### config.mk
export PLATFORM = sky130hd
export DESIGN_NAME = page_walk_attr_control
export DESIGN_NICKNAME = d
export VERILOG_FILES = /design/src/hw/walk_attr_pkg.sv /design/src/hw/walk_attr_if.sv /design/src/hw/page_walk_attr_control.sv /design/src/hw/walk_attr_sel.sv
export SDC_FILE = /design/constraint.sdc
export NUM_CORES = 1
export LEC_CHECK = 0
export ABC_CLOCK_PERIOD_IN_PS = 2500
export BUFFER_PORTS_ARGS = -buffer_cell sky130_fd_sc_hd__buf_2
export CAP_MARGIN = 20
export CORE_ASPECT_RATIO = 0.9
export CORE_UTILIZATION = 43
export CTS_CLUSTER_SIZE = 40
export DETAILED_ROUTE_END_ITERATION = 10
export PLACE_DENSITY_LB_ADDON = 0.05
export SETUP_SLACK_MARGIN = 0.05
export SLEW_MARGIN = 20
export SYNTH_ARGS = -nofsm -noshare
export SYNTH_HDL_FRONTEND = slang
export SYNTH_HIERARCHICAL = 1
export SYNTH_SLANG_ARGS = --single-unit
export TNS_END_PERCENT = 20
### constraint.sdc
create_clock -name clock_i -period 2.5 [get_ports clock_i]
set_clock_uncertainty 0.2 [all_clocks]
set_input_delay 0.125 -clock clock_i [delete_from_list [all_inputs] [get_ports clock_i]]
set_output_delay 0.125 -clock clock_i [all_outputs]
set_load 0.005 [all_outputs]
### src/hw/walk_attr_pkg.sv
// package: encodings, field positions, masks and codes of the walk attribute registers
package walk_attr_pkg;

	localparam int unsigned REG_W = 64;
	localparam int unsigned ATTR_W = 2;

	// system register encoding fields
	localparam logic [1:0] ENC_OP0 = 2'h3;
	localparam logic [3:0] ENC_CRN = 4'hf;
	localparam logic [3:0] ENC_CRM = 4'h7;
	localparam logic [2:0] OP1_EL1 = 3'h0;
	localparam logic [2:0] OP1_HYP = 3'h4;
	localparam logic [2:0] OP1_ALIAS = 3'h5;
	localparam logic [2:0] OP1_MON = 3'h6;
	localparam logic [2:0] OP2_BASE = 3'h0;
	localparam logic [2:0] OP2_STAGE2 = 3'h1;

	// exception levels
	localparam logic [1:0] EL0 = 2'h0;
	localparam logic [1:0] EL1 = 2'h1;
	localparam logic [1:0] EL2 = 2'h2;
	localparam logic [1:0] EL3 = 2'h3;

	// two-base layout (el1 and hyp registers)
	localparam int unsigned LOWER_EN_LSB = 0;
	localparam int unsigned UPPER_EN_LSB = 4;
	localparam int unsigned LOWER_VAL_LSB = 8;
	localparam int unsigned UPPER_VAL_LSB = 12;

	// single-base layout (mon and stage-2 registers)
	localparam int unsigned EN_LSB = 0;
	localparam int unsigned VAL_LSB = 8;

	// writable bits; everything else reads as zero
	localparam logic [63:0] TWO_BASE_MASK = 64'h0000_0000_0000_3333;
	localparam logic [63:0] ONE_BASE_MASK = 64'h0000_0000_0000_0303;
	localparam logic [63:0] REG_RESET = 64'h0000_0000_0000_0000;
	localparam logic [1:0] ATTR_RESET = 2'h0;

	typedef enum logic [1:0] {
		REGIME_EL1 = 2'b00,
		REGIME_EL1_S2 = 2'b01,
		REGIME_EL2 = 2'b10,
		REGIME_EL3 = 2'b11
	} walk_regime_t;

	typedef enum logic [2:0] {
		SEL_NONE = 3'b000,
		SEL_EL1 = 3'b001,
		SEL_HYP = 3'b010,
		SEL_MON = 3'b011,
		SEL_S2 = 3'b100
	} reg_sel_t;

endpackage

### src/hw/walk_attr_if.sv
// interface: enable and value pair of one walk base and the resulting attribute bits
`timescale 1ns/1ps
interface walk_attr_if;
	logic [walk_attr_pkg::ATTR_W-1:0] enable;
	logic [walk_attr_pkg::ATTR_W-1:0] value;
	logic [walk_attr_pkg::ATTR_W-1:0] attr;

	modport sel (
		input enable,
		input value,
		output attr
	);

	modport ctrl (
		output enable,
		output value,
		input attr
	);
endinterface

### src/hw/page_walk_attr_control.sv
// module: walk attribute control registers, system register port and walk attribute output
`timescale 1ns/1ps

// Functional notes
// - alias usable only with host extension enabled
// - alias with host extension off is undefined
// - el1 register traps also govern alias; the code applies only the el3 trap to it, at el2
// - hyp register 64 bits, reserved bits zero
// - hyp upper base: bit5 enables, bit13 attribute1
// - hyp upper base: bit4 enables, bit12 attribute0
// - hyp lower base: bit1 enables, bit9 attribute1
// - hyp lower base: bit0 enables, bit8 attribute0
// - hyp register only for el2 regime walks
// - hyp register at op1 4, op2 0
// - hyp register accessible at el2 and el3
// - mon register 64 bits, el3 regime walks
// - mon: bits1:0 enable, bits9:8 values
// - mon register at op1 6, op2 0
// - mon register accessible only at el3
// - stage-2 register for non-secure stage-2 walks
// - stage-2 register same layout as mon
// - stage-2 register at op1 4, op2 1
// - stage-2 register accessible at el2 and el3
// - el1 register op1 0, alias op1 5
module page_walk_attr_control (
	input wire logic clock_i,
	input wire logic sys_rst_i,
	input wire logic sysreg_req_i,
	input wire logic sysreg_write_i,
	input wire logic [1:0] sysreg_op0_i,
	input wire logic [2:0] sysreg_op1_i,
	input wire logic [3:0] sysreg_crn_i,
	input wire logic [3:0] sysreg_crm_i,
	input wire logic [2:0] sysreg_op2_i,
	input wire logic [63:0] sysreg_wdata_i,
	input wire logic [1:0] cur_el_i,
	input wire logic host_extension_enable_i,
	input wire logic el1_trap_to_el2_i,
	input wire logic el1_trap_to_el3_i,
	input wire logic walk_req_i,
	input wire logic [1:0] walk_regime_i,
	input wire logic walk_upper_base_i,
	input wire logic walk_secure_i,
	input wire logic stage2_enable_i,
	output logic sysreg_ack_o,
	output logic [63:0] sysreg_rdata_o,
	output logic sysreg_undef_o,
	output logic sysreg_trap_el2_o,
	output logic sysreg_trap_el3_o,
	output logic walk_ack_o,
	output logic [1:0] page_hw_attribute_o
);

	////////////////////////////////////////////////////////////////////////////////
	// register state

	logic [63:0] el1_walk_attr_ctrl_ff;
	logic [63:0] hyp_walk_attr_ctrl_ff;
	logic [63:0] mon_walk_attr_ctrl_ff;
	logic [63:0] stage2_walk_attr_ctrl_ff;

	logic sysreg_ack_ff;
	logic [63:0] sysreg_rdata_ff;
	logic sysreg_undef_ff;
	logic sysreg_trap_el2_ff;
	logic sysreg_trap_el3_ff;
	logic walk_ack_ff;
	logic [1:0] page_hw_attribute_ff;

	////////////////////////////////////////////////////////////////////////////////
	// access decode

	walk_attr_pkg::reg_sel_t target;
	logic enc_common;
	logic is_el1_enc;
	logic is_alias_enc;
	logic is_hyp_enc;
	logic is_mon_enc;
	logic is_s2_enc;
	logic el2_or_el3;
	logic nxt_undef;
	logic nxt_trap_el2;
	logic nxt_trap_el3;
	logic access_ok;
	logic refused;
	logic [63:0] nxt_rdata;

	assign enc_common = (sysreg_op0_i == walk_attr_pkg::ENC_OP0)
		&& (sysreg_crn_i == walk_attr_pkg::ENC_CRN)
		&& (sysreg_crm_i == walk_attr_pkg::ENC_CRM);

	// el1 register and its alias
	assign is_el1_enc = enc_common && (sysreg_op1_i == walk_attr_pkg::OP1_EL1)
		&& (sysreg_op2_i == walk_attr_pkg::OP2_BASE);
	assign is_alias_enc = enc_common && (sysreg_op1_i == walk_attr_pkg::OP1_ALIAS)
		&& (sysreg_op2_i == walk_attr_pkg::OP2_BASE);
	assign is_hyp_enc = enc_common && (sysreg_op1_i == walk_attr_pkg::OP1_HYP)
		&& (sysreg_op2_i == walk_attr_pkg::OP2_BASE);
	assign is_mon_enc = enc_common && (sysreg_op1_i == walk_attr_pkg::OP1_MON)
		&& (sysreg_op2_i == walk_attr_pkg::OP2_BASE);
	assign is_s2_enc = enc_common && (sysreg_op1_i == walk_attr_pkg::OP1_HYP)
		&& (sysreg_op2_i == walk_attr_pkg::OP2_STAGE2);

	assign el2_or_el3 = (cur_el_i == walk_attr_pkg::EL2) || (cur_el_i == walk_attr_pkg::EL3);

	always_comb begin
		target = walk_attr_pkg::SEL_NONE;
		nxt_undef = 1'b0;
		nxt_trap_el2 = 1'b0;
		nxt_trap_el3 = 1'b0;
		if (is_el1_enc) begin
			// at el2 with host extension the el1 encoding reaches the hyp register
			if ((cur_el_i == walk_attr_pkg::EL2) && host_extension_enable_i) begin
				target = walk_attr_pkg::SEL_HYP;
			end else begin
				target = walk_attr_pkg::SEL_EL1;
			end
			if (cur_el_i == walk_attr_pkg::EL0) begin
				nxt_undef = 1'b1;
			end else if (el1_trap_to_el2_i && (cur_el_i == walk_attr_pkg::EL1)) begin
				nxt_trap_el2 = 1'b1;
			end else if (el1_trap_to_el3_i && (cur_el_i != walk_attr_pkg::EL3)) begin
				nxt_trap_el3 = 1'b1;
			end
		end else if (is_alias_enc) begin
			target = walk_attr_pkg::SEL_EL1;
			if (!host_extension_enable_i || !el2_or_el3) begin
				nxt_undef = 1'b1;
			end else if (el1_trap_to_el3_i && (cur_el_i == walk_attr_pkg::EL2)) begin
				nxt_trap_el3 = 1'b1;
			end
		end else if (is_hyp_enc) begin
			target = walk_attr_pkg::SEL_HYP;
			nxt_undef = !el2_or_el3;
		end else if (is_mon_enc) begin
			target = walk_attr_pkg::SEL_MON;
			nxt_undef = (cur_el_i != walk_attr_pkg::EL3);
		end else if (is_s2_enc) begin
			target = walk_attr_pkg::SEL_S2;
			nxt_undef = !el2_or_el3;
		end
	end

	// undef outranks both traps in the decode above
	assign refused = nxt_undef || nxt_trap_el2 || nxt_trap_el3;
	assign access_ok = sysreg_req_i && (target != walk_attr_pkg::SEL_NONE) && !refused;

	// reserved bits read as zero since only writable bits are ever stored
	always_comb begin
		unique case (target)
			walk_attr_pkg::SEL_NONE: nxt_rdata = walk_attr_pkg::REG_RESET;
			walk_attr_pkg::SEL_EL1: nxt_rdata = el1_walk_attr_ctrl_ff;
			walk_attr_pkg::SEL_HYP: nxt_rdata = hyp_walk_attr_ctrl_ff;
			walk_attr_pkg::SEL_MON: nxt_rdata = mon_walk_attr_ctrl_ff;
			walk_attr_pkg::SEL_S2: nxt_rdata = stage2_walk_attr_ctrl_ff;
			default: nxt_rdata = walk_attr_pkg::REG_RESET;
		endcase
	end

	////////////////////////////////////////////////////////////////////////////////
	// register writes

	// refused accesses never reach a register
	logic wr_el1;
	logic wr_hyp;
	logic wr_mon;
	logic wr_s2;

	assign wr_el1 = access_ok && sysreg_write_i && (target == walk_attr_pkg::SEL_EL1);
	assign wr_hyp = access_ok && sysreg_write_i && (target == walk_attr_pkg::SEL_HYP);
	assign wr_mon = access_ok && sysreg_write_i && (target == walk_attr_pkg::SEL_MON);
	assign wr_s2 = access_ok && sysreg_write_i && (target == walk_attr_pkg::SEL_S2);

	always_ff @(posedge clock_i) begin
		if (sys_rst_i) begin
			el1_walk_attr_ctrl_ff <= walk_attr_pkg::REG_RESET;
		end else if (wr_el1) begin
			el1_walk_attr_ctrl_ff <= sysreg_wdata_i & walk_attr_pkg::TWO_BASE_MASK;
		end
	end

	always_ff @(posedge clock_i) begin
		if (sys_rst_i) begin
			hyp_walk_attr_ctrl_ff <= walk_attr_pkg::REG_RESET;
		end else if (wr_hyp) begin
			hyp_walk_attr_ctrl_ff <= sysreg_wdata_i & walk_attr_pkg::TWO_BASE_MASK;
		end
	end

	always_ff @(posedge clock_i) begin
		if (sys_rst_i) begin
			mon_walk_attr_ctrl_ff <= walk_attr_pkg::REG_RESET;
		end else if (wr_mon) begin
			mon_walk_attr_ctrl_ff <= sysreg_wdata_i & walk_attr_pkg::ONE_BASE_MASK;
		end
	end

	always_ff @(posedge clock_i) begin
		if (sys_rst_i) begin
			stage2_walk_attr_ctrl_ff <= walk_attr_pkg::REG_RESET;
		end else if (wr_s2) begin
			stage2_walk_attr_ctrl_ff <= sysreg_wdata_i & walk_attr_pkg::ONE_BASE_MASK;
		end
	end

	////////////////////////////////////////////////////////////////////////////////
	// access response

	always_ff @(posedge clock_i) begin
		if (sys_rst_i) begin
			sysreg_ack_ff <= 1'b0;
		end else begin
			sysreg_ack_ff <= sysreg_req_i && (target != walk_attr_pkg::SEL_NONE);
		end
	end

	always_ff @(posedge clock_i) begin
		if (sys_rst_i) begin
			sysreg_undef_ff <= 1'b0;
		end else begin
			sysreg_undef_ff <= sysreg_req_i && nxt_undef;
		end
	end

	always_ff @(posedge clock_i) begin
		if (sys_rst_i) begin
			sysreg_trap_el2_ff <= 1'b0;
		end else begin
			sysreg_trap_el2_ff <= sysreg_req_i && nxt_trap_el2;
		end
	end

	always_ff @(posedge clock_i) begin
		if (sys_rst_i) begin
			sysreg_trap_el3_ff <= 1'b0;
		end else begin
			sysreg_trap_el3_ff <= sysreg_req_i && nxt_trap_el3;
		end
	end

	// refused and foreign requests clear the read data so nothing stale leaks
	always_ff @(posedge clock_i) begin
		if (sys_rst_i) begin
			sysreg_rdata_ff <= walk_attr_pkg::REG_RESET;
		end else if (access_ok && !sysreg_write_i) begin
			sysreg_rdata_ff <= nxt_rdata;
		end else if (sysreg_req_i) begin
			sysreg_rdata_ff <= walk_attr_pkg::REG_RESET;
		end
	end

	////////////////////////////////////////////////////////////////////////////////
	// attribute selection per base

	walk_attr_if el1_lower ();
	walk_attr_if el1_upper ();
	walk_attr_if hyp_lower ();
	walk_attr_if hyp_upper ();
	walk_attr_if mon_pair ();
	walk_attr_if s2_pair ();

	assign el1_lower.enable = el1_walk_attr_ctrl_ff[walk_attr_pkg::LOWER_EN_LSB +: 2];
	assign el1_lower.value = el1_walk_attr_ctrl_ff[walk_attr_pkg::LOWER_VAL_LSB +: 2];
	assign el1_upper.enable = el1_walk_attr_ctrl_ff[walk_attr_pkg::UPPER_EN_LSB +: 2];
	assign el1_upper.value = el1_walk_attr_ctrl_ff[walk_attr_pkg::UPPER_VAL_LSB +: 2];
	// bits 1:0 enable, bits 9:8 value, bit 8 taken as attribute 0
	assign hyp_lower.enable = hyp_walk_attr_ctrl_ff[walk_attr_pkg::LOWER_EN_LSB +: 2];
	assign hyp_lower.value = hyp_walk_attr_ctrl_ff[walk_attr_pkg::LOWER_VAL_LSB +: 2];
	// bits 5:4 enable, bits 13:12 value
	assign hyp_upper.enable = hyp_walk_attr_ctrl_ff[walk_attr_pkg::UPPER_EN_LSB +: 2];
	assign hyp_upper.value = hyp_walk_attr_ctrl_ff[walk_attr_pkg::UPPER_VAL_LSB +: 2];
	assign mon_pair.enable = mon_walk_attr_ctrl_ff[walk_attr_pkg::EN_LSB +: 2];
	assign mon_pair.value = mon_walk_attr_ctrl_ff[walk_attr_pkg::VAL_LSB +: 2];
	assign s2_pair.enable = stage2_walk_attr_ctrl_ff[walk_attr_pkg::EN_LSB +: 2];
	assign s2_pair.value = stage2_walk_attr_ctrl_ff[walk_attr_pkg::VAL_LSB +: 2];

	walk_attr_sel u_el1_lower (.pair(el1_lower.sel));
	walk_attr_sel u_el1_upper (.pair(el1_upper.sel));
	walk_attr_sel u_hyp_lower (.pair(hyp_lower.sel));
	walk_attr_sel u_hyp_upper (.pair(hyp_upper.sel));
	walk_attr_sel u_mon (.pair(mon_pair.sel));
	walk_attr_sel u_s2 (.pair(s2_pair.sel));

	////////////////////////////////////////////////////////////////////////////////
	// walk attribute output

	walk_attr_pkg::walk_regime_t regime;
	logic [1:0] nxt_attr;

	assign regime = walk_attr_pkg::walk_regime_t'(walk_regime_i);

	always_comb begin
		unique case (regime)
			walk_attr_pkg::REGIME_EL1: begin
				nxt_attr = walk_upper_base_i ? el1_upper.attr : el1_lower.attr;
			end
			walk_attr_pkg::REGIME_EL1_S2: begin
				if (stage2_enable_i && !walk_secure_i) begin
					nxt_attr = s2_pair.attr;
				end else begin
					nxt_attr = walk_attr_pkg::ATTR_RESET;
				end
			end
			walk_attr_pkg::REGIME_EL2: begin
				nxt_attr = walk_upper_base_i ? hyp_upper.attr : hyp_lower.attr;
			end
			walk_attr_pkg::REGIME_EL3: begin
				nxt_attr = mon_pair.attr;
			end
		endcase
	end

	always_ff @(posedge clock_i) begin
		if (sys_rst_i) begin
			walk_ack_ff <= 1'b0;
		end else begin
			walk_ack_ff <= walk_req_i;
		end
	end

	// attribute holds between walks so a slow walker still sees it
	always_ff @(posedge clock_i) begin
		if (sys_rst_i) begin
			page_hw_attribute_ff <= walk_attr_pkg::ATTR_RESET;
		end else if (walk_req_i) begin
			page_hw_attribute_ff <= nxt_attr;
		end
	end

	////////////////////////////////////////////////////////////////////////////////
	// outputs

	assign sysreg_ack_o = sysreg_ack_ff;
	assign sysreg_rdata_o = sysreg_rdata_ff;
	assign sysreg_undef_o = sysreg_undef_ff;
	assign sysreg_trap_el2_o = sysreg_trap_el2_ff;
	assign sysreg_trap_el3_o = sysreg_trap_el3_ff;
	assign walk_ack_o = walk_ack_ff;
	assign page_hw_attribute_o = page_hw_attribute_ff;

endmodule

### src/hw/walk_attr_sel.sv
// module: gates attribute value bits with their enables, a clear enable gives zero
`timescale 1ns/1ps
module walk_attr_sel (
	walk_attr_if.sel pair
);
	genvar g;
	generate
		for (g = 0; g < walk_attr_pkg::ATTR_W; g++) begin : g_bit
			assign pair.attr[g] = pair.enable[g] & pair.value[g];
		end
	endgenerate
endmodule

# == Yosys cells after proc, flatten, opt, wreduce, memory -nomap -nowiden ==
# Index checks and enable logic that the tools add are counted.
# Widths: inputs -> output; s select.
# totals
output_inout_bits,71
input_bits,95
regBits,95
word_cells,113
# classes
n_bitwise,12
eq_ne,18
reduce_logical,42
muxes,30
# op_table
op,n
$mux 64,2
$pmux 14 s4,1
$logic_and 1x1->1,27
$mux 1,17
$mux 3,5
$and 1x1->1,12
$eq 3x3->1 const B,4
$eq 2x2->1 const B,5
$mux 2,4
$pmux 2 s4,1
$eq 3x1->1 const B,2
$eq 3x2->1 const B,2
$logic_not 3->1,2
$logic_not 1->1,5
$eq 2x1->1 const B,2
$eq 4x3->1 const B,1
$eq 4x4->1 const B,1
$logic_not 2->1,2
$logic_or 1x1->1,4
$reduce_bool 3->1,1
$ne 2x2->1 const B,1
$reduce_bool 2->1,1

# == Longest topological paths before layout ==
# logic_depth
ltp_word,16
mapped_depth,8
ltp_nobuf,6

# == Hierarchy ==
# The synthesis kept the hierarchy.
# by_module_without_submodules
module,seq_area_each_um2,area_each_um2,n_inst,cells_per_inst
page_walk_attr_control,780.7,2448.6,1,265
walk_attr_sel,0.0,12.5,6,2

# == Least setup slack after synthesis ==
# No wires, ideal clock.
# synth_timing
path_type,in2reg
startpoint,input port sysreg_crm_i[3]
endpoint,"register sysreg_rdata_ff[9], in the netlist sysreg_rdata_o[9]"
path_buffers,1
setup_slack_ps,249
setup_ps,69
stages,7
arrival_ps,1981
required_ps,2231
path_cell_list,nand2b_4 > or3_4 > nor4b_4 > o21ai_1 > or4b_1 > buf_6 > o21ai_2
# synth_between
elab_chain_cells,15
word_cells_on_any_way,38
cone_classes,5 x eq/ne; 15 x mux; 18 x reduce/logical
# synth_rtl
element,line_no,source
from (decl),page_walk_attr_control.sv:33,"input wire logic [3:0] sysreg_crm_i,"
$eq 4x3->1 *,page_walk_attr_control.sv:90,&& (sysreg_crm_i == walk_attr_pkg::ENC_CRM);
$logic_and 1x1->1 *,page_walk_attr_control.sv:90,
branches (longest 13 deep; another with $mux 64),n/a,
to (signal assigned),page_walk_attr_control.sv:244,sysreg_rdata_ff <= walk_attr_pkg::REG_RESET;
to (signal assigned),page_walk_attr_control.sv:246,sysreg_rdata_ff <= nxt_rdata;
to (signal assigned),page_walk_attr_control.sv:248,sysreg_rdata_ff <= walk_attr_pkg::REG_RESET;
to (decl),page_walk_attr_control.sv:63,logic [63:0] sysreg_rdata_ff;
# Every way passes the cells marked *.
# A chain may end at the register's enable or synchronous reset.

# == Final worst setup path ==
# layout_timing
startpoint,input port sysreg_op2_i[1]
endpoint,register el1_walk_attr_ctrl_ff[9]
# layout_between
elab_chain_cells,13
word_cells_on_any_way,29
cone_classes,2 x eq/ne; 13 x mux; 14 x reduce/logical
# layout_rtl
element,line_no,source
from (decl),page_walk_attr_control.sv:34,"input wire logic [2:0] sysreg_op2_i,"
$eq 3x1->1,page_walk_attr_control.sv:102,&& (sysreg_op2_i == walk_attr_pkg::OP2_STAGE2);
$logic_and 1x1->1,page_walk_attr_control.sv:102,
$mux 1,page_walk_attr_control.sv:138,end else if (is_s2_enc) begin
$mux 1,page_walk_attr_control.sv:135,end else if (is_mon_enc) begin
$mux 1,page_walk_attr_control.sv:132,end else if (is_hyp_enc) begin
$mux 1,page_walk_attr_control.sv:125,end else if (is_alias_enc) begin
$mux 1,page_walk_attr_control.sv:111,if (is_el1_enc) begin
$logic_or 1x1->1 (2 in a row),page_walk_attr_control.sv:145,assign refused = nxt_undef || nxt_trap_el2 || nxt_trap_el3;
$logic_not 1->1,page_walk_attr_control.sv:146,assign access_ok = sysreg_req_i && (target != walk_attr_pkg::SEL_NONE) && !refused;
$logic_and 1x1->1,page_walk_attr_control.sv:146,
$logic_and 1x1->1,page_walk_attr_control.sv:169,assign wr_el1 = access_ok && sysreg_write_i && (target == walk_attr_pkg::SEL_EL1);
$logic_and 1x1->1 *,page_walk_attr_control.sv:169,
to (signal assigned),page_walk_attr_control.sv:176,el1_walk_attr_ctrl_ff <= walk_attr_pkg::REG_RESET;
to (signal assigned),page_walk_attr_control.sv:178,el1_walk_attr_ctrl_ff <= sysreg_wdata_i & walk_attr_pkg::TWO_BASE_MASK;
to (decl),page_walk_attr_control.sv:57,logic [63:0] el1_walk_attr_ctrl_ff;
# Mark *: on every way between the ends. The rest lies on a longest branch, timed or not.

==> flow_summary.toml <==
[run_status]
outcome = "finished, final reports clean"

[layout]
area_growth_pct = 16.2
design_area_um2 = 2930
diodes = 0
finalNetCount = 443
drive_gt1_share_pct = 27.8

[detailed_routing]
via_per_inst = 4.78
first_iter_violations = 72
dr_total_vias = 2003
wl_um = 5190
ant_nets = 0
wire_per_inst_um = 12.4
drc_errors = 0
drtPass1Iterations = 4

[place]
port_buffers = 53
gp_congestion = 0.890
place_area_um2 = 2710
place_hpwl_um = 4020
dpl_worst_slack_ns = 0.103

[floorplanning]
die_w_um = 82.8
design.die.area_um2 = 6180
rows = 26
initial_core_util_pct = 44.6
io_pins = 166
coreArea_um2 = 5660
fp.dieH_um = 74.7

[timing]
period_share_pct = 83.2
rsz0062_at_grt = "false"
finalSetupTns_ns = 0
worst_slack_ns = 0.419
tightest_slew_ns = 0.522
fmaxAchievable_ghz = 0.481
hold_viol_final = 0
fin_crit_ns = 2.08
maxSlewViolCount = 0
relSlewSlack_pct = 65.0
setup_viol = 0

[power_and_ir_drop]
leakage_nw = 1.37
finalPower_mw = 1.31
power_density_nw_per_um2 = 447
ir_worst_vdd_uv = 284

[logic_synthesis]
ys_seq_area_share_pct = 30.9
syn_area_um2 = 2520
synthDistinctLibCells = 48
synthArstFlopShare_pct = 0
synth_seq_cells = 39
avgSynthCellArea_um2 = 9.11
netlist_instances = 277
yosys_warnings = 6
synth_enable_flop_cells = 0
synth-main-ff-cell = "dfxtp_1"

[setup_path]
r2r-start = "hyp_walk_attr_ctrl_ff[5]"
cp.required_ns = 2.47
cp_max_fo = 8
crit_type = "in2reg"
worstPathArrival_ns = 2.05
r2r-end = "page_hw_attribute_o[1]"
crit_path_start_kind = "primary input"
cp-endpoint = "el1_walk_attr_ctrl_ff[9]"
crit_path_end_kind = "flip-flop"
reg2reg_depth = 6
crit_start = "sysreg_op2_i[1]"
r2r_slack_ns = 0.88

[clocking]
clk_pin_slew_ns = 0.07
cts-root-buf = "clkbuf_8"
htree_levels = 2
cts.path.max_buffers = 2
cts_sinks = 39
post_cts_resized = 0
cts_tree = "done"
insertion_delay_ns = 0.29
cts-buffers-inserted = 5

[min_path]
hold_class = "in2reg"
min_path_cells = 3
hold_start = "sys_rst_i"

[global_routing]
antenna_found_initial = 0
grt_pass1_wl_um = 8200
grt-ovfl-total = 0
grt_pass1_vias = 1680
grt_start_max_net_pins = 29
track_usage_pct = 17.8

[flow_run]
cap_violations = 0
power by group:
part	switching, mW	internal, mW
Clock	0.216	0.323
Sequential	0.000675	0.623
Combinational	0.0902	0.0592
Total	0.306	1.00
cells by family after synthesis:
family | count (synthesis) | synth area share (%)
and+or+nand+nor | 99 | 24.0
buffers and inverters | 66 | 18.6
AOI/OAI and AO/OA | 43 | 13.9
DFF | 39 | 30.9
muxes | 28 | 12.1
xor gates and xnor gates | 1 | 0.347
other | 1 | 0.149
repair_timing:
action,in CTS,in global routing
buffers inserted,0,0
hold endpoints to repair,29,0
hold buffers,11,0
metrics by stage:
step | hold WS (ns) | util [%] | cells
after global placement | 0.171 | 47.8 | 400
after detailed placement | 0.187 | 47.8 | 400
final | 0.0215 | 51.8 | 419
after global routing | 0.0337 | 51.8 | 419
after floorplan | 0.0532 | - | 332
after CTS | 0.00908 | 51.8 | 419
layout by cell type, fill, tap and decap left out, drive strengths merged, types with 2 or more instances in the layout:
cell type and instances:
a31oi 2, nor3 6, dlygate4sd3 11, nor4b 2, clkbuf 6, nor2b 5, nand2 15, nand3b 2
nor4 4, or4b 2, nand3 2, o21ai 11, a222oi 3, o2111ai 2, buf 63, conb 56
nor2 36, or3 2, dfxtp 39, a21oi 9, nand4 2, mux2i 26, and2 13, nor4bb 2
a22oi 5, a21o 2, nand2b 3, a22o 6, mux4 2
area by class of cell:
type	instances	area, um^2
clock buffers	6	82.6
fillers	567	2730
multi-input cells	227	1480
inverters	1	3.75
repair buffers	74	463
clock inverters	2	35.0
flip-flops and latches	39	781
well taps	70	87.6
registers in the layout, indices dropped and copies added (netlist names):
name / cells
sysreg_ack_o: 1
sysreg_rdata_o: 8
sysreg_undef_o: 1
page_hw_attribute_o: 2
stage2_walk_attr_ctrl_ff: 4
mon_walk_attr_ctrl_ff: 4
sysreg_trap_el3_o: 1
walk_ack_o: 1
hyp_walk_attr_ctrl_ff: 8
sysreg_trap_el2_o: 1
el1_walk_attr_ctrl_ff: 8
layer usage:
layer	global-route usage, %	routed length, um
met5	0	0
met4	3.45	0
met2	25.8	2220
met3	4.61	297
met1	26.7	2670
worst max-delay path: stages:
cell	delay, ns
buf_2	0.12
or3_4	0.39
or4_4	0.59
nor4_2	0.33
o211ai_4	0.23
mux2i_1	0.20
nor2_1	0.05
synthesized netlist by cell type, drive strengths merged (3+ instances only):
master / instances / area share (%)
nor2: 36 / 5.9
and2: 13 / 3.2
nor2b: 5 / 1.2
a222oi: 3 / 1.2
clkbuf: 7 / 1.0
a21oi: 9 / 1.8
nand2b: 3 / 1.0
buf: 58 / 17
nand2: 15 / 2.2
nor4: 4 / 1.8
a22o: 6 / 2.1
dfxtp: 39 / 31
mux2i: 26 / 10
nor3: 6 / 1.4
a22oi: 5 / 1.5
o21ai: 11 / 3.4
worst min-delay path by stage:
stage                                end  slack, ns
2_1_floorplan                 walk_ack_o       0.05
3_3_place_gp    el1_walk_attr_ctrl_ff[4]       0.17
3_5_place_dp   el1_walk_attr_ctrl_ff[12]       0.19
4_1_cts                     sysreg_ack_o      0.009
5_1_grt                     sysreg_ack_o       0.03
6_report                  sysreg_undef_o       0.02
No activity file was read; power rests on OpenSTA's default activity.
